$ cat config.mk
export PLATFORM = sky130hd
export DESIGN_NAME = bmsd_ctrl
export DESIGN_NICKNAME = d
export VERILOG_FILES = /design/src/bmsd_pkg.sv /design/src/bmsd_pd_decode.sv /design/src/bmsd_ctrl.sv
export SDC_FILE = /design/constraint.sdc
export NUM_CORES = 1
export LEC_CHECK = 0
export CORE_MARGIN = 3
export CORE_UTILIZATION = 60
export DETAILED_ROUTE_END_ITERATION = 12
export DONT_BUFFER_PORTS = 1
export PLACE_DENSITY = 0.86
export SLEW_MARGIN = 20
export SYNTH_ARGS = -nofsm -noshare
export SYNTH_HDL_FRONTEND = slang
export SYNTH_SLANG_ARGS = --single-unit
$ cat constraint.sdc
create_clock -name core_clk -period 2.3 [get_ports core_clk]
set_input_delay 0.46 -clock core_clk [delete_from_list [all_inputs] [get_ports core_clk]]
set_output_delay 0.46 -clock core_clk [all_outputs]
set_load 0.02 [all_outputs]
$ cat src/bmsd_pkg.sv
`default_nettype none
package bmsd_pkg;
  // Clock rate and access figures.
  localparam int CLK_MHZ = 20;
  localparam int FLASH_WAIT = 3;
  localparam int SRAM_FIRST = 3;
  localparam int SRAM_NEXT = 1;
  localparam int DRAM_FIRST = 3;
  localparam int DRAM_NEXT = 2;
  localparam int BURST_BEATS = 4;
  // Refresh interval in nanoseconds and its cycle count.
  localparam int REFRESH_NS = 15600;
  localparam int REFRESH_CYC = (REFRESH_NS * CLK_MHZ) / 1000;
  localparam int REFRESH_LEN = 3;
  // Region codes decoded from the address.
  localparam logic [2:0] REG_NONE = 3'h0;
  localparam logic [2:0] REG_FLASH = 3'h1;
  localparam logic [2:0] REG_SRAM = 3'h2;
  localparam logic [2:0] REG_DRAM = 3'h3;
  localparam logic [2:0] REG_BFLASH = 3'h4;
  // Presence-detect field positions.
  localparam int PD_TIME_LSB = 2;
  localparam int PD_ORG_LSB = 0;
  localparam int PD_TWO_BANK_BIT = 0;
  // Access times in ns, indexed by the time field.
  localparam logic [7:0] TIME_NS_0 = 8'h64;
  localparam logic [7:0] TIME_NS_1 = 8'h50;
  localparam logic [7:0] TIME_NS_2 = 8'h46;
  localparam logic [7:0] TIME_NS_3 = 8'h3c;
  // Module depth in 256K-word units, indexed by the organisation field.
  localparam logic [3:0] ORG_UNITS_0 = 4'h4;
  localparam logic [3:0] ORG_UNITS_1 = 4'h2;
  localparam logic [3:0] ORG_UNITS_2 = 4'h1;
  localparam logic [3:0] ORG_UNITS_3 = 4'h8;
endpackage
`default_nettype wire

$ cat src/bmsd_pd_decode.sv
`timescale 1ns/10ps
`default_nettype none
module bmsd_pd_decode (
  // Presence-detect code, already synchronised.
  input wire logic [3:0] pd_code,
  // Decoded module properties.
  output logic [7:0] access_ns,
  output logic [3:0] size_units,
  output logic two_banks
);
  logic [1:0] time_sel;
  logic [1:0] org_sel;
  assign time_sel = pd_code[bmsd_pkg::PD_TIME_LSB +: 2];
  assign org_sel = pd_code[bmsd_pkg::PD_ORG_LSB +: 2];
  always_comb begin
    unique case (time_sel)
      2'h0: access_ns = bmsd_pkg::TIME_NS_0;
      2'h1: access_ns = bmsd_pkg::TIME_NS_1;
      2'h2: access_ns = bmsd_pkg::TIME_NS_2;
      2'h3: access_ns = bmsd_pkg::TIME_NS_3;
    endcase
    unique case (org_sel)
      2'h0: size_units = bmsd_pkg::ORG_UNITS_0;
      2'h1: size_units = bmsd_pkg::ORG_UNITS_1;
      2'h2: size_units = bmsd_pkg::ORG_UNITS_2;
      2'h3: size_units = bmsd_pkg::ORG_UNITS_3;
    endcase
  end
  assign two_banks = pd_code[bmsd_pkg::PD_TWO_BANK_BIT];
endmodule
`default_nettype wire

$ cat src/bmsd_ctrl.sv
// What this block does
// - Doubled clock follows oscillator until lock.
// - Flash acknowledged after three wait states.
// - Boot chip select selects flash.
// - Burst SRAM timing 3,1,1,1 or 3.
// - DRAM timing 3,2,2,2 or 3.
// - DRAM single, burst and refresh control.
// - DRAM reachable from core and DMA.
// - DMA uses single DRAM accesses only.
// - Address multiplexing done outside the controller.
// - Upper code bits select access time.
// - Lower code bits select organisation.
// - Two-bank modules drive both row strobes.
// - Chip selects for all memories, glueless.
// - Acknowledge core and DMA by timing.
// - DMA may master while CPU disabled.
`timescale 1ns/10ps
`default_nettype none
module bmsd_ctrl #(
  parameter int REFRESH_CYCLES = bmsd_pkg::REFRESH_CYC
) (
  // Clock and reset.
  input wire logic core_clk,
  input wire logic rst_b,
  // Clock doubling: oscillator in, doubled clock in from the PLL.
  input wire logic oscillator_input,
  input wire logic pll_clock,
  input wire logic pll_locked,
  output logic doubled_clock_output,
  // Access request: start pulse with region, burst and source.
  input wire logic req_start,
  input wire logic [2:0] req_region,
  input wire logic req_burst,
  input wire logic req_from_dma,
  input wire logic dma_master_en,
  // Acknowledges, active low, one cycle per beat; busy is high whenever not idle.
  output logic transfer_acknowledge_b,
  output logic port_size_handshake_b,
  output logic busy,
  // Memory selects and strobes, active low; row_addr_sel high selects the row address.
  output logic boot_chip_select_b,
  output logic burst_boot_select_b,
  output logic burst_static_memory_select_b,
  output logic dram_select_b,
  output logic row_strobe_first_b,
  output logic row_strobe_second_b,
  output logic col_strobe_b,
  output logic row_addr_sel,
  // Presence detect pins and decoded state.
  input wire logic [3:0] presence_detect_code,
  output logic [7:0] dram_access_ns,
  output logic [3:0] dram_size_units,
  output logic dram_two_banks
);
  if (REFRESH_CYCLES < 8 || REFRESH_CYCLES > 65535) begin : g_bad_refresh
    $error("REFRESH_CYCLES out of range");
  end

  typedef enum logic [3:0] {
    ST_IDLE = 4'h1,
    ST_WAIT = 4'h2,
    ST_ACK = 4'h4,
    ST_REFRESH = 4'h8
  } bmsd_state_e;

  logic rst_s1_reg, rst_s2_reg, rst_n;
  always_ff @(posedge core_clk or negedge rst_b) begin
    if (!rst_b) begin
      rst_s1_reg <= 1'b0;
      rst_s2_reg <= 1'b0;
    end else begin
      rst_s1_reg <= 1'b1;
      rst_s2_reg <= rst_s1_reg;
    end
  end
  assign rst_n = rst_s2_reg;

  // The lock pin is asynchronous; only the second stage steers the mux.
  logic lock_s1_reg, lock_s2_reg;
  always_ff @(posedge core_clk or negedge rst_n) begin
    if (!rst_n) begin
      lock_s1_reg <= 1'b0;
      lock_s2_reg <= 1'b0;
    end else begin
      lock_s1_reg <= pll_locked;
      lock_s2_reg <= lock_s1_reg;
    end
  end
  // A plain clock mux; the switch happens once after lock, and a glitch
  // then is accepted as the PLL output itself is settling.
  assign doubled_clock_output = lock_s2_reg ? pll_clock
                                            : oscillator_input;

  logic [3:0] pd_s1_reg, pd_s2_reg;
  always_ff @(posedge core_clk or negedge rst_n) begin
    if (!rst_n) begin
      pd_s1_reg <= 4'h0;
      pd_s2_reg <= 4'h0;
    end else begin
      pd_s1_reg <= presence_detect_code;
      pd_s2_reg <= pd_s1_reg;
    end
  end

  bmsd_pd_decode u_pd (
    .pd_code(pd_s2_reg),
    .access_ns(dram_access_ns),
    .size_units(dram_size_units),
    .two_banks(dram_two_banks)
  );

  bmsd_state_e state_reg;
  logic [2:0] region_reg;
  logic dma_reg, burst_reg;
  logic [2:0] wait_reg;
  logic [2:0] beat_reg;
  logic [15:0] refresh_cnt_reg;
  logic refresh_pend_reg;
  logic take_req, mapped, burst_ok;

  // Refresh interval counter; refresh waits for the current access.
  always_ff @(posedge core_clk or negedge rst_n) begin
    if (!rst_n) begin
      refresh_cnt_reg <= 16'h0000;
      refresh_pend_reg <= 1'b0;
    end else if (refresh_cnt_reg == 16'(REFRESH_CYCLES - 1)) begin
      refresh_cnt_reg <= 16'h0000;
      refresh_pend_reg <= 1'b1;
    end else begin
      refresh_cnt_reg <= refresh_cnt_reg + 16'h0001;
      if (state_reg == ST_REFRESH && wait_reg == 3'h0) begin
        refresh_pend_reg <= 1'b0;
      end
    end
  end

  // Spare region codes select nothing, so they must never be answered.
  assign mapped = req_region == bmsd_pkg::REG_FLASH ||
                  req_region == bmsd_pkg::REG_SRAM ||
                  req_region == bmsd_pkg::REG_DRAM ||
                  req_region == bmsd_pkg::REG_BFLASH;
  // DMA is accepted whenever enabled; no CPU state gates it.
  assign take_req = state_reg == ST_IDLE && !refresh_pend_reg &&
                    req_start && mapped &&
                    (!req_from_dma || dma_master_en);
  // Only the core gets bursts; DMA falls back to single accesses.
  assign burst_ok = req_burst && !req_from_dma &&
                    req_region != bmsd_pkg::REG_FLASH;

  function automatic logic [2:0] first_wait(input logic [2:0] r);
    unique case (r)
      bmsd_pkg::REG_FLASH,
      bmsd_pkg::REG_BFLASH: first_wait = 3'(bmsd_pkg::FLASH_WAIT);
      bmsd_pkg::REG_SRAM: first_wait = 3'(bmsd_pkg::SRAM_FIRST - 1);
      default: first_wait = 3'(bmsd_pkg::DRAM_FIRST - 1);
    endcase
  endfunction

  function automatic logic [2:0] next_wait(input logic [2:0] r);
    if (r == bmsd_pkg::REG_SRAM) begin
      next_wait = 3'(bmsd_pkg::SRAM_NEXT - 1);
    end else begin
      next_wait = 3'(bmsd_pkg::DRAM_NEXT - 1);
    end
  endfunction

  always_ff @(posedge core_clk or negedge rst_n) begin
    if (!rst_n) begin
      state_reg <= ST_IDLE;
      region_reg <= bmsd_pkg::REG_NONE;
      dma_reg <= 1'b0;
      burst_reg <= 1'b0;
      wait_reg <= 3'h0;
      beat_reg <= 3'h0;
    end else begin
      unique case (state_reg)
        ST_IDLE: begin
          if (refresh_pend_reg) begin
            state_reg <= ST_REFRESH;
            wait_reg <= 3'(bmsd_pkg::REFRESH_LEN - 1);
          end else if (take_req) begin
            region_reg <= req_region;
            dma_reg <= req_from_dma;
            burst_reg <= burst_ok;
            beat_reg <= 3'(bmsd_pkg::BURST_BEATS - 1);
            wait_reg <= first_wait(req_region);
            state_reg <= (first_wait(req_region) == 3'h0) ? ST_ACK
                                                         : ST_WAIT;
          end
        end
        ST_WAIT: begin
          wait_reg <= wait_reg - 3'h1;
          if (wait_reg == 3'h1) begin
            state_reg <= ST_ACK;
          end
        end
        ST_ACK: begin
          if (burst_reg && beat_reg != 3'h0) begin
            beat_reg <= beat_reg - 3'h1;
            wait_reg <= next_wait(region_reg);
            state_reg <= (next_wait(region_reg) == 3'h0) ? ST_ACK
                                                        : ST_WAIT;
          end else begin
            state_reg <= ST_IDLE;
            region_reg <= bmsd_pkg::REG_NONE;
          end
        end
        ST_REFRESH: begin
          wait_reg <= wait_reg - 3'h1;
          if (wait_reg == 3'h0) begin
            state_reg <= ST_IDLE;
          end
        end
      endcase
    end
  end

  logic ack;
  logic in_access, in_dram;
  assign ack = state_reg == ST_ACK;
  assign in_access = state_reg == ST_WAIT || state_reg == ST_ACK;
  assign in_dram = in_access && region_reg == bmsd_pkg::REG_DRAM;
  assign busy = state_reg != ST_IDLE;

  assign transfer_acknowledge_b = !(ack && !dma_reg);
  assign port_size_handshake_b = !(ack && dma_reg);

  assign boot_chip_select_b = !(in_access &&
                                region_reg == bmsd_pkg::REG_FLASH);
  assign burst_boot_select_b = !(in_access &&
                                 region_reg == bmsd_pkg::REG_BFLASH);
  assign burst_static_memory_select_b = !(in_access &&
                                          region_reg == bmsd_pkg::REG_SRAM);
  assign dram_select_b = !in_dram;

  // Refresh and accesses alike strobe the second bank only on
  // two-bank modules.
  assign row_strobe_first_b = !(in_dram || state_reg == ST_REFRESH);
  assign row_strobe_second_b = !(dram_two_banks &&
                                 (in_dram ||
                                  state_reg == ST_REFRESH));
  assign col_strobe_b = !(in_dram && (wait_reg == 3'h0 || ack) ||
                          state_reg == ST_REFRESH);
  // Row/column select for the external address multiplexers.
  assign row_addr_sel = !(in_dram && wait_reg <= 3'h1);

  a_one_ack_beat: assert property (@(posedge core_clk) disable iff (!rst_n)
    ack && !burst_reg |=> !ack)
    else $error("single access acknowledged twice");
  a_flash_wait: assert property (@(posedge core_clk) disable iff (!rst_n)
    take_req && req_region == bmsd_pkg::REG_FLASH |=> !ack [*3] ##1 ack)
    else $error("flash wait states wrong");
  a_sram_single: assert property (@(posedge core_clk) disable iff (!rst_n)
    take_req && req_region == bmsd_pkg::REG_SRAM && !burst_ok
    |=> !ack ##1 !ack ##1 ack)
    else $error("sram single access not three cycles");
  a_sram_burst: assert property (@(posedge core_clk) disable iff (!rst_n)
    take_req && req_region == bmsd_pkg::REG_SRAM && burst_ok
    |=> !ack [*2] ##1 ack [*4] ##1 !ack)
    else $error("sram burst not 3,1,1,1");
  a_dram_burst: assert property (@(posedge core_clk) disable iff (!rst_n)
    take_req && req_region == bmsd_pkg::REG_DRAM && burst_ok
    |=> !ack [*2] ##1 ack ##1 !ack ##1 ack ##1 !ack ##1 ack ##1 !ack
        ##1 ack)
    else $error("dram burst not 3,2,2,2");
  a_dma_single: assert property (@(posedge core_clk) disable iff (!rst_n)
    ack && dma_reg |-> !burst_reg && transfer_acknowledge_b)
    else $error("dma access bursting or acked to core");
  a_unmapped_none: assert property (@(posedge core_clk) disable iff (!rst_n)
    state_reg == ST_IDLE && req_start && !mapped |=> !in_access)
    else $error("unmapped access acknowledged");
  a_two_bank: assert property (@(posedge core_clk) disable iff (!rst_n)
    !row_strobe_second_b |-> dram_two_banks && !row_strobe_first_b)
    else $error("second row strobe on single-bank module");
  a_refresh_len: assert property (@(posedge core_clk) disable iff (!rst_n)
    $rose(state_reg == ST_REFRESH) |-> !row_strobe_first_b [*3]
    ##1 row_strobe_first_b)
    else $error("refresh length wrong");
endmodule
`default_nettype wire

==> metrics.cfg <==
[layout]
layout_commonest_cell = dfrtp_1
layout.nets = 253
area_delta_synth_final_pct = 11.6
instances_no_fill = 272
finish.utilization_pct = 72.8
final_cell_mix = dfrtp_1, nor2_1, nand2_1, inv_1, ha_1
largest_reg_flops = 16
antenna_cells = 0
drive_above_1_share_pct = 19.5

[floorplanning]
start_util_pct = 65.2
core_region_area_mm2 = 0.00349
dieWidth_um = 67.6
fp.dieH_um = 67.6
ios = 41
rows = 21
die_area_mm2 = 0.00458

[yosys]
avgSynthCellArea_um2 = 10.9
yosys.area.top_type = dfrtp_1
synth_cell_types = 54
async_flop_share_pct = 100
synth_flop_cell = dfrtp_1
synth_top_area_share_pct = 47.2
synthTopCellsByArea = dfrtp_1, ha_1, nor2_1, xnor2_1, xor2_1
syn_inst = 209
seq_area_frac_synth_pct = 48.4
synth-seq-cells = 44
synth-edff-count = 0
yosys_warnings = 0
syn_area_mm2 = 0.00228

[critical_path]
reg2reg_slack_ns = 0.18
crit_path_end_kind = output port
slowest_stage = dfrtp_2
slowest_delay_ns = 0.46
cp_common_cell = buf_4
path_cells = buf_4, nor4b_4, o21ai_0, buf_4
critPathArrivalTime_ns = 1.72
cp.required_ns = 1.84
critPathKind = reg -> out
crit_path_max_fanout = 7
start_kind = flop

[global_routing]
grt.total_usage_pct = 20.7
antenna_found_initial = 0
grt_first_pass_wirelength_um = 6910
grtUsageMet3_pct = 5.99
grt_pass1_vias = 1494
gr-total-overflow = 0
use_met2_pct = 33.9
grt_max_degree = 43
busiest_layer = met2
use_met1_pct = 25.6

[status]
outcome = finished, final reports clean

[sta]
hold_slack_ns = 0.177
period_needed_ns = 2.18
worst_pin_slew_ns = 0.633
fin_tns_setup_ns = 0
rsz0062_at_grt = false
setup_ws_ns = 0.117
slew_headroom_pct = 57.4
setup_viol = 0
hold_viol = 0
skew_ns = 0.00452
final_max_slew_viol_count = 0
fmax_ghz = 0.458
min_period_over_period_pct = 94.9

[route]
drc = 0
wl_per_cell_um = 15.4
first_iter_violations = 48
drt-total-wl_um = 4180
drtAntennaViolNets = 0
drt-pass1-iter-count = 4
vias_per_cell = 5.56
routed-via-count = 1512

[clock_tree]
cts_tree = done
clk_latency_ns = 0.30
clk_path_buf_depth = 2
path_clk_slew_ns = 0.09
cts_root_buffer = clkbuf_8
h-tree-depth = 2
cts_buffers = 5
clkSinkCount = 44

[placed_design]
gp_congestion = 0.793
place_ws_ns = 0.124
place_inst = 258
portBuffers = 0
dp_hpwl_um = 3060

[pwr]
leakage_nw = 1.16
p_per_area_mw_per_mm2 = 958
max-vdd-ir-drop_v = 0.000437

[run]
drv_cap = 0

[min_path]
hp-class = in -> reg

## layout make-up
cell class | instances | area, um^2
Tap cell | 46 | 57.6
Inverter | 15 | 56.3
Sequential cell | 44 | 1100
Clock buffer | 5 | 68.8
Clock inverter | 3 | 46.3
Fill cell | 260 | 950
Multi-Input combinational cell | 148 | 1130
Timing Repair Buffer | 11 | 85.1
## power breakdown
| group | total, mW | leakage, nW | switching [mW] | internal (mW) |
|---|---|---|---|---|
| sequential | 1.01 | 0.554 | 0.113 | 0.894 |
| clock | 0.604 | 0.0548 | 0.277 | 0.327 |
| combinational | 0.827 | 0.556 | 0.429 | 0.398 |
| total | 2.44 | 1.16 | 0.819 | 1.62 |
## worst max-delay path, delay by kind of cell (launching register included)
kind,cells,cell delay (ns)
buf+inv,2,0.34
compound gates,1,0.17
flops,1,0.46
simple gates,1,0.45
## worst paths after layout
| path | from | endpoint | cells past startpoint |
|---|---|---|---|
| max in group asynchronous | rst_n | state_reg[2] | 1 |
| hold / removal | presence_detect_code[2] | pd_s1_reg[2] | 0 |
| min in group asynchronous | rst_n | refresh_cnt_reg[0] | 1 |
| setup reg to reg | state_reg[0] | beat_reg[2] | 4 |
| setup / recovery | state_reg[1] | row_strobe_second_b | 4 |
| hold reg to reg | rst_n | refresh_cnt_reg[0] | 1 |
## kinds of logic after synthesis
group | count (synthesis) | share of synthesized area, %
AO/OA/AOI/OAI | 22 | 8.56
XOR/XNOR | 16 | 6.15
adder cells (fa/ha/maj) | 12 | 6.59
buffers and inverters | 18 | 3.62
flip-flops | 44 | 48.4
multiplexers | 9 | 4.77
other | 2 | 0.329
AND/OR/NAND/NOR | 86 | 21.6
## per-stage QoR
stage,total power [mW],cell area [um^2]
floorplan,1.59,2280
global placement,1.72,2350
detailed placement,1.75,2350
CTS,2.38,2490
global route,2.58,2540
finish,2.44,2540
## what timing repair did
item / 4_1_cts / 5_1_grt
setup buffers: 1 / 4
hold buffers: 1 / 0
resized for setup: 4 / 4
hold endpoints to repair: 2 / 0
pin swaps: 1 / 1
endpoints found under the setup margin: 5 / 5
## cell usage after synthesis (2+ instances only)
master and instances:
dfrtp_1 43, nor2_1 24, nand2_1 16, inv_1 15, ha_1 12, xnor2_1 8, xor2_1 8, nand3_1 7
nand2b_1 6, a21oi_1 4, nand3b_1 4, nor3_1 4, mux2_2 3, mux2_4 3, mux2i_1 3, nor2b_1 3
o21ai_0 3, and4_1 2, buf_4 2, conb_1 2, nor4b_1 2, nor4b_2 2, o211ai_1 2
## per-layer routing
metal	routed length, um	share of wire, %
met2	2030	49
met4	73	1.7
met5	0	0
met1	1790	43
met3	283	6.8
Note: power is estimated with default switching activity, not from simulation.
